`config.mk`:
```
export PLATFORM = sky130hd
export DESIGN_NAME = tcu_top
export DESIGN_NICKNAME = d
export VERILOG_FILES = /design/src/logic/tcu_pkg.sv /design/src/logic/tcu_fall_detect.sv /design/src/logic/tcu_top.sv
export SDC_FILE = /design/constraint.sdc
export NUM_CORES = 1
export LEC_CHECK = 0
export BUFFER_PORTS_ARGS = -buffer_cell sky130_fd_sc_hd__buf_2
export CAP_MARGIN = 40
export CELL_PAD_IN_SITES_DETAIL_PLACEMENT = 0
export CELL_PAD_IN_SITES_GLOBAL_PLACEMENT = 2
export CORE_MARGIN = 1.5
export CORE_UTILIZATION = 35
export CTS_CLUSTER_DIAMETER = 40
export DETAILED_ROUTE_END_ITERATION = 7
export PLACE_DENSITY_LB_ADDON = 0.12
export SYNTH_ARGS = -nofsm -noshare
export SYNTH_HDL_FRONTEND = slang
export SYNTH_SLANG_ARGS = --single-unit
```
`constraint.sdc`:
```
create_clock -name clk_i -period 2.9 [get_ports clk_i]
set_input_delay 0.58 -clock clk_i [delete_from_list [all_inputs] [get_ports clk_i]]
set_output_delay 0.58 -clock clk_i [all_outputs]
set_load 0.1 [all_outputs]
```
`src/logic/tcu_pkg.sv`:
```
// Package with register map, bit positions and types of the timer/counter unit
package tcu_pkg;

  // Register byte addresses (Wishbone, one address each, not all word aligned)
  localparam logic [7:0] TCU_ADDR_RUN_CTRL = 8'h88;
  localparam logic [7:0] TCU_ADDR_T0_LOW   = 8'h8a;
  localparam logic [7:0] TCU_ADDR_T0_HIGH  = 8'h8c;
  localparam logic [7:0] TCU_ADDR_T1_LOW   = 8'h90;
  localparam logic [7:0] TCU_ADDR_T1_HIGH  = 8'h94;
  localparam logic [7:0] TCU_ADDR_T2_CTRL  = 8'hc8;
  localparam logic [7:0] TCU_ADDR_RCAP_LOW = 8'hcc;
  localparam logic [7:0] TCU_ADDR_RCAP_HI  = 8'hd0;
  localparam logic [7:0] TCU_ADDR_T2_LOW   = 8'hd4;
  localparam logic [7:0] TCU_ADDR_T2_HIGH  = 8'hd8;
  localparam logic [7:0] TCU_ADDR_VECTOR   = 8'hdc;
  localparam logic [7:0] TCU_ADDR_T01_MODE = 8'he0;

  // Timer run control bit positions
  localparam int TCU_TF1 = 7;
  localparam int TCU_TR1 = 6;
  localparam int TCU_TF0 = 5;
  localparam int TCU_TR0 = 4;
  localparam int TCU_IE1 = 3;
  localparam int TCU_IT1 = 2;
  localparam int TCU_IE0 = 1;
  localparam int TCU_IT0 = 0;

  // Third timer control bit positions
  localparam int TCU_TF2   = 7;
  localparam int TCU_EXTERNAL_TRIGGER_FLAG  = 6;
  localparam int TCU_RCLK  = 5;
  localparam int TCU_TRANSMIT_BAUD_CLOCK_SELECT  = 4;
  localparam int TCU_EXTERNAL_TRIGGER_ENABLE = 3;
  localparam int TCU_TR2   = 2;
  localparam int TCU_CAPTURE_SELECT  = 0;

  // Vector acknowledge bits (write one to signal vectoring)
  localparam int TCU_VEC_EXT0 = 0;
  localparam int TCU_VEC_T0   = 1;
  localparam int TCU_VEC_EXT1 = 2;
  localparam int TCU_VEC_T1   = 3;

  // Reset values and other constants
  localparam logic [7:0]  TCU_BYTE_RESET = 8'h00;
  localparam logic [15:0] TCU_WORD_RESET = 16'h0000;
  localparam logic [15:0] TCU_WORD_ONE   = 16'h0001;
  localparam logic [15:0] TCU_WORD_MAX   = 16'hffff;
  localparam logic [7:0]  TCU_BYTE_MAX   = 8'hff;
  localparam logic [31:0] TCU_UNMAPPED   = 32'h0000_0000;

  // Third timer operating modes
  typedef enum logic [1:0] {
    TCU_MODE_OFF,
    TCU_MODE_RELOAD,
    TCU_MODE_CAPTURE,
    TCU_MODE_BAUD
  } tcu_mode_e;

  // Wishbone request bundle
  typedef struct packed {
    logic        cyc;
    logic        stb;
    logic        we;
    logic [7:0]  adr;
    logic [3:0]  sel;
    logic [31:0] dat;
  } tcu_wb_req_s;

endpackage

```
`src/logic/tcu_fall_detect.sv`:
```
// Two-flop synchroniser with falling-edge detector for one pin
`timescale 1ns/100ps
`default_nettype none
module tcu_fall_detect (
  // Clock and reset
  input  wire logic clk_i,
  input  wire logic rst_i,
  // Pin and results
  input  wire logic pin_i,
  output logic      level_o,
  output logic      fall_o
);

  logic meta_reg;
  logic sync_reg;
  logic prev_reg;

  // Synchroniser chain plus one history stage
  always_ff @(posedge clk_i) begin
    if (rst_i) begin
      meta_reg <= 1'b1;
      sync_reg <= 1'b1;
      prev_reg <= 1'b1;
    end else begin
      meta_reg <= pin_i;
      sync_reg <= meta_reg;
      prev_reg <= sync_reg;
    end
  end

  // High in one sample, low in the next
  assign level_o = sync_reg;
  assign fall_o  = prev_reg & ~sync_reg;

endmodule
`default_nettype wire

```
`src/logic/tcu_top.sv`:
```
// Timer/counter unit with Wishbone register slave
// Overview of operation
// - Timer one overflow sets flag bit 7; vectoring clears it.
// - Timer zero overflow sets flag bit 5; vectoring clears it.
// - Timers one and zero count only while run bits 6 and 4 set.
// - Ext irq one flag set by falling edge or low level per type bit.
// - Level mode flags follow the pin and are not cleared by vectoring.
// - Trigger-type bit set selects edge, clear selects low level.
// - Ext irq zero flag bit 1; vectoring clears it only in edge mode.
// - Basic timers are one 16-bit counter, or the low byte counting alone.
// - Third timer mode: off, baud, capture or autoreload from its bits.
// - Autoreload rollover sets overflow flag and reloads from capture regs.
// - Autoreload with trigger enable: input fall reloads and sets flag.
// - Capture mode without trigger enable is a plain 16-bit timer.
// - Capture mode with trigger enable: input fall captures count, sets flag.
// - External trigger flag requests interrupt like overflow flag.
// - Baud mode never sets the third timer overflow flag.
// - Baud mode still sets the external trigger flag on input fall.
// - Baud mode increments every two core clocks.
// - Receive and transmit baud selects act independently.
`timescale 1ns/100ps
`default_nettype none
module tcu_top
  import tcu_pkg::*;
#(
  parameter int MACHINE_DIV = 12
) (
  // Clock and reset
  input  wire logic        clk_i,
  input  wire logic        rst_i,
  // Wishbone slave
  input  wire logic        cyc_i,
  input  wire logic        stb_i,
  input  wire logic        we_i,
  input  wire logic [7:0]  adr_i,
  input  wire logic [3:0]  sel_i,
  input  wire logic [31:0] dat_i,
  output logic      [31:0] dat_o,
  output logic             ack_o,
  // External pins
  input  wire logic        ext_irq_zero_pin_i,
  input  wire logic        ext_irq_one_pin_i,
  input  wire logic        external_trigger_input_i,
  // Interrupt requests and baud ticks
  output logic             ext_irq_zero_req_o,
  output logic             timer_zero_req_o,
  output logic             ext_irq_one_req_o,
  output logic             timer_one_req_o,
  output logic             third_timer_req_o,
  output logic             rx_baud_tick_o,
  output logic             tx_baud_tick_o
);

  tcu_wb_req_s req;
  logic        ack_reg;
  logic [31:0] dat_reg;
  logic        wr;
  logic        rd;

  // Control and count registers
  logic [7:0]  timer_run_control_reg;
  logic [7:0]  third_timer_control_reg;
  logic [15:0] t0_cnt_reg;
  logic [15:0] t1_cnt_reg;
  logic [15:0] t2_cnt_reg;
  logic [15:0] rcap_reg;
  logic [1:0]  t01_mode_reg;
  logic [7:0]  mcyc_cnt_reg;
  logic        half_reg;
  logic [7:0]  wr_byte;
  logic [3:0]  vec_ack;

  // Pin edge and level signals
  logic        irq0_level;
  logic        irq0_fall;
  logic        irq1_level;
  logic        irq1_fall;
  logic        trig_fall;

  // Timer events
  logic        mcyc_tick;
  logic        t0_ovf;
  logic        t1_ovf;
  logic        t2_tick;
  logic        t2_ovf;
  tcu_mode_e   t2_mode;

  assign req = '{cyc: cyc_i, stb: stb_i, we: we_i, adr: adr_i,
                 sel: sel_i, dat: dat_i};

  // Bus strobes, one access per request
  assign wr      = req.cyc & req.stb & req.we & ~ack_reg & req.sel[0];
  assign rd      = req.cyc & req.stb & ~req.we & ~ack_reg;
  assign wr_byte = req.dat[7:0];
  assign vec_ack = (wr && req.adr == TCU_ADDR_VECTOR) ? wr_byte[3:0]
                                                      : 4'h0;

  // Pin synchronisers
  tcu_fall_detect u_irq0 (
    .clk_i  (clk_i),
    .rst_i  (rst_i),
    .pin_i  (ext_irq_zero_pin_i),
    .level_o(irq0_level),
    .fall_o (irq0_fall)
  );

  tcu_fall_detect u_irq1 (
    .clk_i  (clk_i),
    .rst_i  (rst_i),
    .pin_i  (ext_irq_one_pin_i),
    .level_o(irq1_level),
    .fall_o (irq1_fall)
  );

  tcu_fall_detect u_trig (
    .clk_i  (clk_i),
    .rst_i  (rst_i),
    .pin_i  (external_trigger_input_i),
    .level_o(),
    .fall_o (trig_fall)
  );

  // Machine cycle prescaler and baud half-rate toggle
  always_ff @(posedge clk_i) begin
    if (rst_i) begin
      mcyc_cnt_reg <= TCU_BYTE_RESET;
      half_reg     <= 1'b0;
    end else begin
      half_reg <= ~half_reg;
      if (mcyc_cnt_reg == 8'(MACHINE_DIV - 1)) begin
        mcyc_cnt_reg <= TCU_BYTE_RESET;
      end else begin
        mcyc_cnt_reg <= mcyc_cnt_reg + 8'h01;
      end
    end
  end
  assign mcyc_tick = (mcyc_cnt_reg == 8'(MACHINE_DIV - 1));

  // Third timer mode decode
  always_comb begin
    if (!third_timer_control_reg[TCU_TR2]) begin
      t2_mode = TCU_MODE_OFF;
    end else if (third_timer_control_reg[TCU_RCLK] |
                 third_timer_control_reg[TCU_TRANSMIT_BAUD_CLOCK_SELECT]) begin
      t2_mode = TCU_MODE_BAUD;
    end else if (third_timer_control_reg[TCU_CAPTURE_SELECT]) begin
      t2_mode = TCU_MODE_CAPTURE;
    end else begin
      t2_mode = TCU_MODE_RELOAD;
    end
  end

  // Basic timer overflow: 16-bit or low byte alone
  always_comb begin
    t0_ovf = 1'b0;
    t1_ovf = 1'b0;
    if (timer_run_control_reg[TCU_TR0] && mcyc_tick) begin
      t0_ovf = t01_mode_reg[0] ? (t0_cnt_reg[7:0] == TCU_BYTE_MAX)
                               : (t0_cnt_reg == TCU_WORD_MAX);
    end
    if (timer_run_control_reg[TCU_TR1] && mcyc_tick) begin
      t1_ovf = t01_mode_reg[1] ? (t1_cnt_reg[7:0] == TCU_BYTE_MAX)
                               : (t1_cnt_reg == TCU_WORD_MAX);
    end
  end

  // Timer zero count, software write wins
  always_ff @(posedge clk_i) begin
    if (rst_i) begin
      t0_cnt_reg <= TCU_WORD_RESET;
    end else if (wr && req.adr == TCU_ADDR_T0_LOW) begin
      t0_cnt_reg[7:0] <= wr_byte;
    end else if (wr && req.adr == TCU_ADDR_T0_HIGH) begin
      t0_cnt_reg[15:8] <= wr_byte;
    end else if (timer_run_control_reg[TCU_TR0] && mcyc_tick) begin
      if (t01_mode_reg[0]) begin
        t0_cnt_reg[7:0] <= t0_cnt_reg[7:0] + 8'h01;
      end else begin
        t0_cnt_reg <= t0_cnt_reg + TCU_WORD_ONE;
      end
    end
  end

  // Timer one count, software write wins
  always_ff @(posedge clk_i) begin
    if (rst_i) begin
      t1_cnt_reg <= TCU_WORD_RESET;
    end else if (wr && req.adr == TCU_ADDR_T1_LOW) begin
      t1_cnt_reg[7:0] <= wr_byte;
    end else if (wr && req.adr == TCU_ADDR_T1_HIGH) begin
      t1_cnt_reg[15:8] <= wr_byte;
    end else if (timer_run_control_reg[TCU_TR1] && mcyc_tick) begin
      if (t01_mode_reg[1]) begin
        t1_cnt_reg[7:0] <= t1_cnt_reg[7:0] + 8'h01;
      end else begin
        t1_cnt_reg <= t1_cnt_reg + TCU_WORD_ONE;
      end
    end
  end

  // Basic timer byte/word mode
  always_ff @(posedge clk_i) begin
    if (rst_i) begin
      t01_mode_reg <= 2'b00;
    end else if (wr && req.adr == TCU_ADDR_T01_MODE) begin
      t01_mode_reg <= wr_byte[1:0];
    end
  end

  // Run control flags: set by hardware, cleared on vectoring except level-mode irq flags
  always_ff @(posedge clk_i) begin
    if (rst_i) begin
      timer_run_control_reg <= TCU_BYTE_RESET;
    end else begin
      if (wr && req.adr == TCU_ADDR_RUN_CTRL) begin
        timer_run_control_reg <= wr_byte;
      end else begin
        // Timer one flag
        if (t1_ovf) begin
          timer_run_control_reg[TCU_TF1] <= 1'b1;
        end else if (vec_ack[TCU_VEC_T1]) begin
          timer_run_control_reg[TCU_TF1] <= 1'b0;
        end
        // Timer zero flag
        if (t0_ovf) begin
          timer_run_control_reg[TCU_TF0] <= 1'b1;
        end else if (vec_ack[TCU_VEC_T0]) begin
          timer_run_control_reg[TCU_TF0] <= 1'b0;
        end
        // Ext irq one: edge or level per type bit
        if (timer_run_control_reg[TCU_IT1]) begin
          if (irq1_fall) begin
            timer_run_control_reg[TCU_IE1] <= 1'b1;
          end else if (vec_ack[TCU_VEC_EXT1]) begin
            timer_run_control_reg[TCU_IE1] <= 1'b0;
          end
        end else begin
          timer_run_control_reg[TCU_IE1] <= ~irq1_level;
        end
        // Ext irq zero: edge or level per type bit
        if (timer_run_control_reg[TCU_IT0]) begin
          if (irq0_fall) begin
            timer_run_control_reg[TCU_IE0] <= 1'b1;
          end else if (vec_ack[TCU_VEC_EXT0]) begin
            timer_run_control_reg[TCU_IE0] <= 1'b0;
          end
        end else begin
          timer_run_control_reg[TCU_IE0] <= ~irq0_level;
        end
      end
    end
  end

  // Third timer increment rate
  assign t2_tick = (t2_mode == TCU_MODE_BAUD) ? half_reg
                 : ((t2_mode != TCU_MODE_OFF) & mcyc_tick);
  assign t2_ovf  = t2_tick & (t2_cnt_reg == TCU_WORD_MAX);

  // Third timer count with reload
  always_ff @(posedge clk_i) begin
    if (rst_i) begin
      t2_cnt_reg <= TCU_WORD_RESET;
    end else if (wr && req.adr == TCU_ADDR_T2_LOW) begin
      t2_cnt_reg[7:0] <= wr_byte;
    end else if (wr && req.adr == TCU_ADDR_T2_HIGH) begin
      t2_cnt_reg[15:8] <= wr_byte;
    end else if (t2_mode == TCU_MODE_RELOAD &&
                 third_timer_control_reg[TCU_EXTERNAL_TRIGGER_ENABLE] && trig_fall) begin
      t2_cnt_reg <= rcap_reg;
    end else if (t2_ovf && t2_mode != TCU_MODE_CAPTURE) begin
      t2_cnt_reg <= rcap_reg;
    end else if (t2_tick) begin
      t2_cnt_reg <= t2_cnt_reg + TCU_WORD_ONE;
    end
  end

  // Reload/capture registers
  always_ff @(posedge clk_i) begin
    if (rst_i) begin
      rcap_reg <= TCU_WORD_RESET;
    end else if (wr && req.adr == TCU_ADDR_RCAP_LOW) begin
      rcap_reg[7:0] <= wr_byte;
    end else if (wr && req.adr == TCU_ADDR_RCAP_HI) begin
      rcap_reg[15:8] <= wr_byte;
    end else if (t2_mode == TCU_MODE_CAPTURE &&
                 third_timer_control_reg[TCU_EXTERNAL_TRIGGER_ENABLE] && trig_fall) begin
      rcap_reg <= t2_cnt_reg;
    end
  end

  // Third timer control and flags
  always_ff @(posedge clk_i) begin
    if (rst_i) begin
      third_timer_control_reg <= TCU_BYTE_RESET;
    end else if (wr && req.adr == TCU_ADDR_T2_CTRL) begin
      third_timer_control_reg <= wr_byte;
    end else begin
      if (t2_ovf && t2_mode != TCU_MODE_BAUD) begin
        third_timer_control_reg[TCU_TF2] <= 1'b1;
      end
      if (third_timer_control_reg[TCU_EXTERNAL_TRIGGER_ENABLE] && trig_fall &&
          t2_mode != TCU_MODE_OFF) begin
        third_timer_control_reg[TCU_EXTERNAL_TRIGGER_FLAG] <= 1'b1;
      end
    end
  end

  // Baud ticks per direction
  assign rx_baud_tick_o = t2_ovf & third_timer_control_reg[TCU_RCLK];
  assign tx_baud_tick_o = t2_ovf & third_timer_control_reg[TCU_TRANSMIT_BAUD_CLOCK_SELECT];

  // Interrupt requests
  assign ext_irq_zero_req_o = timer_run_control_reg[TCU_IE0];
  assign timer_zero_req_o   = timer_run_control_reg[TCU_TF0];
  assign ext_irq_one_req_o  = timer_run_control_reg[TCU_IE1];
  assign timer_one_req_o    = timer_run_control_reg[TCU_TF1];
  assign third_timer_req_o  = third_timer_control_reg[TCU_TF2] |
                              third_timer_control_reg[TCU_EXTERNAL_TRIGGER_FLAG];

  // Read mux and single-cycle acknowledge
  always_ff @(posedge clk_i) begin
    if (rst_i) begin
      ack_reg <= 1'b0;
      dat_reg <= TCU_UNMAPPED;
    end else begin
      ack_reg <= req.cyc & req.stb & ~ack_reg;
      if (rd) begin
        unique case (req.adr)
          TCU_ADDR_RUN_CTRL: dat_reg <= {24'h00_0000, timer_run_control_reg};
          TCU_ADDR_T0_LOW:   dat_reg <= {24'h00_0000, t0_cnt_reg[7:0]};
          TCU_ADDR_T0_HIGH:  dat_reg <= {24'h00_0000, t0_cnt_reg[15:8]};
          TCU_ADDR_T1_LOW:   dat_reg <= {24'h00_0000, t1_cnt_reg[7:0]};
          TCU_ADDR_T1_HIGH:  dat_reg <= {24'h00_0000, t1_cnt_reg[15:8]};
          TCU_ADDR_T2_CTRL:  dat_reg <= {24'h00_0000, third_timer_control_reg};
          TCU_ADDR_RCAP_LOW: dat_reg <= {24'h00_0000, rcap_reg[7:0]};
          TCU_ADDR_RCAP_HI:  dat_reg <= {24'h00_0000, rcap_reg[15:8]};
          TCU_ADDR_T2_LOW:   dat_reg <= {24'h00_0000, t2_cnt_reg[7:0]};
          TCU_ADDR_T2_HIGH:  dat_reg <= {24'h00_0000, t2_cnt_reg[15:8]};
          TCU_ADDR_T01_MODE: dat_reg <= {30'h0000_0000, t01_mode_reg};
          default:           dat_reg <= TCU_UNMAPPED;
        endcase
      end
    end
  end

  assign ack_o = ack_reg;
  assign dat_o = dat_reg;

endmodule
`default_nettype wire

```
==> flow_summary.yaml, run 1 <==
finish:
  drive_above_1_share: 0.165
  fin_cells: 1178
  layout_commonest_cell: "dfxtp_1"
  antenna_cells: 0
  layout_common_cells: "109 x dfxtp_1, 81 x nor2_1, 61 x nand2_1"
  final_util: 0.407
  design_area_sq_um: 7920
  final_nets: 965
  syn2layout_area_growth_pct: 13.9
routing:
  dr.pass1.iters: 4
  wire_per_inst_um: 21.6
  vias: 6986
  drt-vias-per-instance: 5.93
  antenna_left: 0
  drt-initial-drc-count: 608
  drt-total-wl_um: 25400
  route.detailed.drc: 0
worst_setup_path:
  end_kind: "output port"
  worstReg2RegStart: "third_timer_control_reg[2]$_SDFFE_PP0P_"
  r2r_slack_ps: 390
  crit_type: "flop to output port"
  reg2reg_depth: 6
  worstReg2RegEnd: "t2_cnt_reg[15]$_SDFFE_PP0P_"
  cp.required_ps: 2320
  crit_start: "mcyc_cnt_reg[5]$_SDFF_PP0_"
  worstSetupStartpointType: "flop"
  crit_path_max_fanout: 5
  crit_end: "rx_baud_tick_o"
  worst_ep_arrival_time_ps: 2220
clocking:
  h-tree-depth: 3
  clockRootBuffer: "clkbuf_16"
  cts_hold_buf: 0
  cts-buffers-inserted: 9
  cts_tree: "built"
  clock_latency_ps: 370
  clock-sinks: 109
  path_clk_slew_ps: 80
  clock_path_buffers: 2
power:
  p_per_area_nw_per_um2: 405
  power_mw: 3.21
  power_leakage_nw: 2.74
  vdd_ir_drop_max_mv: 0.266
sta:
  fin_setup_tns_ps: 0
  finalSetupViolations: 0
  maxSlewViolCount: 0
  hold_violations: 0
  max_freq_mhz: 357
  rsz0062_at_grt: "no"
  post-route-period-util: 0.965
  max_slew.worst_pin.slew_ps: 899
  fin_skew_ps: 14.4
  fin_crit_ps: 2800
  slew_headroom: 0.395
placement:
  dp.cells: 1162
  numPortBuffers: 40
  gp_congestion: 0.876
  place_area_sq_um: 7590
  place_hpwl_um: 18700
die:
  io_pins: 92
  die-area_sq_um: 20700
  die_w_um: 144
  initial_utilization: 0.357
  die_y_um: 144
  coreArea_sq_um: 19500
  num_rows: 51
synth:
  synth-simple-area-share: 0.282
  ys_seq_area_frac: 0.314
  synth_top_area_frac: 0.314
  synth_xor_area_frac: 0.0378
  synth_compound_area_frac: 0.226
  synthAdderAreaFrac: 0.00720
  yosysUniqueCellTypes: 73
  synth_area_per_cell_sq_um: 8.00
  netlist_area_sq_um: 6950
  ys_ff_latch: 109
  synth_top_family_by_area: "simple AND/OR/NAND/NOR gates"
  synth_edf_count: 0
  synth_top_area_cell: "dfxtp_1"
  ys.flop_type: "dfxtp_1"
  synthArstFlopShare: 0
  postSynthCellCount: 869
  synth_area_leaders: "dfxtp_1 31%, mux2i_1 5.2%, nor2_1 4.4%"
  synth_mux_area_frac: 0.0567
  synth_warnings: 0
global_route:
  overflow: 0
  antenna_found_initial: 0
  grt_pass1_vias: 6469
  grt_first_pass_wirelength_um: 39100
  grt_use_total: 0.253
  grt_max_degree: 47
run_status:
  status: "finished clean"
hold_path:
  hp-class: "input port to flop"
job:
  drv_cap: 0
power by group:
part	leakage, nW	internal [mW]	switching (mW)
clock	0.150	0.687	0.641
combinational	1.70	0.0652	0.301
sequential	0.881	1.51	0.00708
critical path: stages (launching register included):
cell     delay [ps]
dfxtp_1         360
or4_1           550
o31a_1          350
nor4_4          210
and2_2          220
buf_12          170
cells by family after synthesis:
| family | Yosys count |
|---|---|
| fa+ha+maj | 4 |
| other cells | 1 |
| xor+xnor | 30 |
| flops | 109 |
| simple gates | 350 |
| mux | 39 |
| buf+inv | 109 |
| compound gates | 227 |
worst min path at each step:
stage | startpoint | to | depth (start not counted)
global placement | u_trig.meta_reg$_SDFF_PP1_ | u_trig.level_o$_SDFF_PP1_ | 1
detailed placement | u_trig.meta_reg$_SDFF_PP1_ | u_trig.level_o$_SDFF_PP1_ | 1
CTS | external_trigger_input_i | u_trig.meta_reg$_SDFF_PP1_ | 2
floorplan | u_irq0.meta_reg$_SDFF_PP1_ | u_irq0.level_o$_SDFF_PP1_ | 1
finish | ext_irq_zero_pin_i | u_irq0.meta_reg$_SDFF_PP1_ | 2
global route | external_trigger_input_i | u_trig.meta_reg$_SDFF_PP1_ | 2
area by class of cell:
cell class,count,area (sq um)
clock buffers,9,225
clock inverters,6,78.8
fillers,2015,11500
inverters,14,52.6
multi-input cells,674,4350
flip-flops and latches,109,2180
well taps,265,332
repair buffers,101,696
per-layer routing:
| layer | global-route usage | wire length [um] | vias up |
|---|---|---|---|
| met3 | 0.0473 | 1830 | 27 |
| met5 | 0 | 0 | - |
| li1 | - | - | 3311 |
| met1 | 0.367 | 12100 | 3365 |
| met4 | 0.0671 | 458 | 0 |
| met2 | 0.381 | 11000 | 283 |
cells in the mapped netlist, types with 4 or more instances:
cell       instances
a32oi_1            6
or4_1              5
ha_1               4
nand3_1           36
inv_1             13
a311oi_1           6
buf_2             13
a22oi_1           19
o21ai_0           32
o21ai_1            4
nand3b_1          10
nor3_1            23
buf_1              8
nand2_1           61
and2_1            14
nor2_1            81
or4b_1             4
o31ai_1            4
nor4_1            16
nand4_1           31
mux2i_1           36
dfxtp_1          109
and3_1            12
xor2_1            11
clkbuf_1          47
a21oi_1           43
buf_4             24
nor4bb_1           4
nor2b_1            6
a21o_1             6
a211oi_1          34
or2_2             12
o22ai_1           14
nor4b_1            4
a2bb2oi_1          8
o32ai_1            9
xnor2_1           19
o21a_1             7
and4_1             5
nand4b_1           4
a31oi_1            9
through the flow:
step / hold WS (ps) / worst slack [ps]
final: 392 / 100
after global routing: 386 / 5.47
after CTS: 380 / 68.6
after detailed placement: 394 / 72.1
after global placement: 393 / 134
after floorplan: 389 / 43.7
repair_timing:
item	in CTS	in global routing
hold endpoints to repair	0	0
setup buffers	1	0
setup endpoints to repair	2	0
resized for setup	2	0
Power figures use the tool's default switching activity.
==> inputs of run 2 (changes only) <==
Settings changed: CELL_PAD_IN_SITES_DETAIL_PLACEMENT 0 to 1, CORE_MARGIN 1.5 to not set, CORE_UTILIZATION 35 to 34, SYNTH_HIERARCHICAL set to 1.
==> flow_summary.yaml, run 2 <==
run_status:
  status: "finished clean"
clocking:
  clock_latency_ps: 370
  clockRootBuffer: "clkbuf_16"
  cts-buffers-inserted: 9
  path_clk_slew_ps: 70
  h-tree-depth: 3
  clock_path_buffers: 2
  clock-sinks: 109
  cts_tree: "built"
synth:
  synth_area_leaders: "dfxtp_1 32%, mux2i_1 7.0%, nor2_1 6.1%"
  synth_top_area_cell: "dfxtp_1"
  synth_xor_area_frac: 0.0427
  ys_ff_latch: 109
  synthAdderAreaFrac: 0.00740
  synth_top_area_frac: 0.322
  synth_mux_area_frac: 0.0778
  synth_top_family_by_area: "simple AND/OR/NAND/NOR gates"
  synthArstFlopShare: 0
  synth_top_cells_by_count: "110 x nor2_1, 109 x dfxtp_1, 61 x nand2_1, 47 x mux2i_1, 39 x a211oi_1"
  ys.flop_type: "dfxtp_1"
  yosysUniqueCellTypes: 75
  synth_area_per_cell_sq_um: 7.97
  synth_edf_count: 0
  synth_warnings: 6
  netlist_area_sq_um: 6770
  postSynthCellCount: 849
  ys_seq_area_frac: 0.322
  synth-simple-area-share: 0.275
  yosysMostFrequentCell: "nor2_1"
  synth_compound_area_frac: 0.205
global_route:
  grt_use_total: 0.266
  overflow: 0
  antenna_found_initial: 0
  grt_first_pass_wirelength_um: 40600
  grt_pass1_vias: 6732
  grt_max_degree: 44
sta:
  fin_setup_tns_ps: 0
  holdWs_ps: 390
  hold_violations: 0
  maxSlewViolCount: 0
  finalSetupViolations: 0
  post-route-period-util: 0.972
  finalWorstSetupSlack_ps: 82.0
  fin_skew_ps: 11.8
  max_freq_mhz: 355
  rsz0062_at_grt: "no"
  slew_headroom: 0.430
  fin_crit_ps: 2820
  max_slew.worst_pin.slew_ps: 855
worst_setup_path:
  worstSetupStartpointType: "flop"
  crit_type: "flop to output port"
  cp.required_ps: 2320
  worst_ep_arrival_time_ps: 2240
  end_kind: "output port"
  crit_path_max_fanout: 6
die:
  coreArea_sq_um: 19500
  die_w_um: 143
  die_y_um: 143
  die-area_sq_um: 20500
  io_pins: 92
  num_rows: 51
  initial_utilization: 0.348
hold_path:
  hp-class: "input port to flop"
placement:
  dp.cells: 1143
  place_hpwl_um: 19100
  preCtsSetupSlack_ps: 139
  place_area_sq_um: 7370
  gp_congestion: 0.878
  numPortBuffers: 40
routing:
  wire_per_inst_um: 22.4
  drt-total-wl_um: 26000
  drt-initial-drc-count: 436
  route.detailed.drc: 0
  drt-vias-per-instance: 5.85
  vias: 6795
  antenna_left: 0
  dr.pass1.iters: 5
finish:
  syn2layout_area_growth_pct: 13.8
  final_nets: 948
  layout_common_cells: "110 x nor2_1, 108 x dfxtp_1, 61 x nand2_1"
  layout_commonest_cell: "nor2_1"
  antenna_cells: 0
  drive_above_1_share: 0.149
  fin_cells: 1162
  final_util: 0.396
  design_area_sq_um: 7700
power:
  internal_power_mw: 2.18
  power_leakage_nw: 2.83
  pwr-share-clk: 0.398
  comb_power_share: 0.114
  p_per_area_nw_per_um2: 404
  p_switching_uw: 933
  power_mw: 3.11
  sw_frac_of_total: 0.300
  vdd_ir_drop_max_mv: 0.356
  seq_power_share: 0.487
job:
  drv_cap: 0
[run 2: changes by cell type in the layout (fill, tap and decap cells not counted), sizes merged, moves of 10 or more]
cell,change
xor2,+12
nor2,+29
mux2i,+11
and3,+10
nand4,-12
[run 2: cell families (layout without fill, tap and decap cells)]
group	count (synthesis)	count (layout)
fa+ha+maj	4	4
simple gates	356	356
other cells	1	24
buf+inv	91	116
mux	52	52
compound gates	203	203
flops	109	109
xor+xnor	33	33
[run 2: final cells by class]
cell class,instances,area [sq um]
fill,2364,11800
multi-input combinational,672,4240
sequential,109,2180
timing repair buffer,92,633
tap,265,332
clock buffer,10,239
clock inverter,6,43.8
inverter,8,30.0
[run 2: repair_timing]
item / in CTS / in global routing
hold buffers: 0 / 0
pin swaps: 0 / 2
setup buffers: 1 / 2
setup endpoints to repair: 2 / 2
resized for setup: 2 / 3
[run 2: path summary, 6_finish.rpt]
check / slack, ps / depth (start not counted) / to / start
min reg2reg: 420 / 1 / u_trig/level_o$_SDFF_PP1_ / u_trig/meta_reg$_SDFF_PP1_
max: 80 / 5 / rx_baud_tick_o / mcyc_cnt_reg[4]$_SDFF_PP0_
max reg2reg: 250 / 8 / t2_cnt_reg[9]$_SDFFE_PP0P_ / mcyc_cnt_reg[0]$_SDFF_PP0_
min: 390 / 2 / u_irq0/meta_reg$_SDFF_PP1_ / ext_irq_zero_pin_i
[run 2: per-layer routing]
layer | global-route usage | routed length [um] | vias to the layer above
met4 | 0.0792 | 595 | 0
met2 | 0.435 | 12200 | 178
li1 | - | - | 3168
met3 | 0.0315 | 1050 | 34
met1 | 0.364 | 12200 | 3415
met5 | 0 | 0 | -
[run 2: power by group through the flow]
stage	clock network (mW)	registers (mW)	logic, mW
2_1_floorplan	0	1.57	0.263
3_3_place_gp	0	1.55	0.351
3_5_place_dp	0	1.55	0.354
4_1_cts	1.28	1.52	0.354
5_1_grt	1.33	1.52	0.372
6_report	1.24	1.52	0.356
[run 2: worst max-delay path, cell delays in order, from the launching register on]
cell	delay (ps)
dfxtp_1	370
or4_4	640
o31ai_4	270
and3_4	230
and2_1	180
buf_12	190
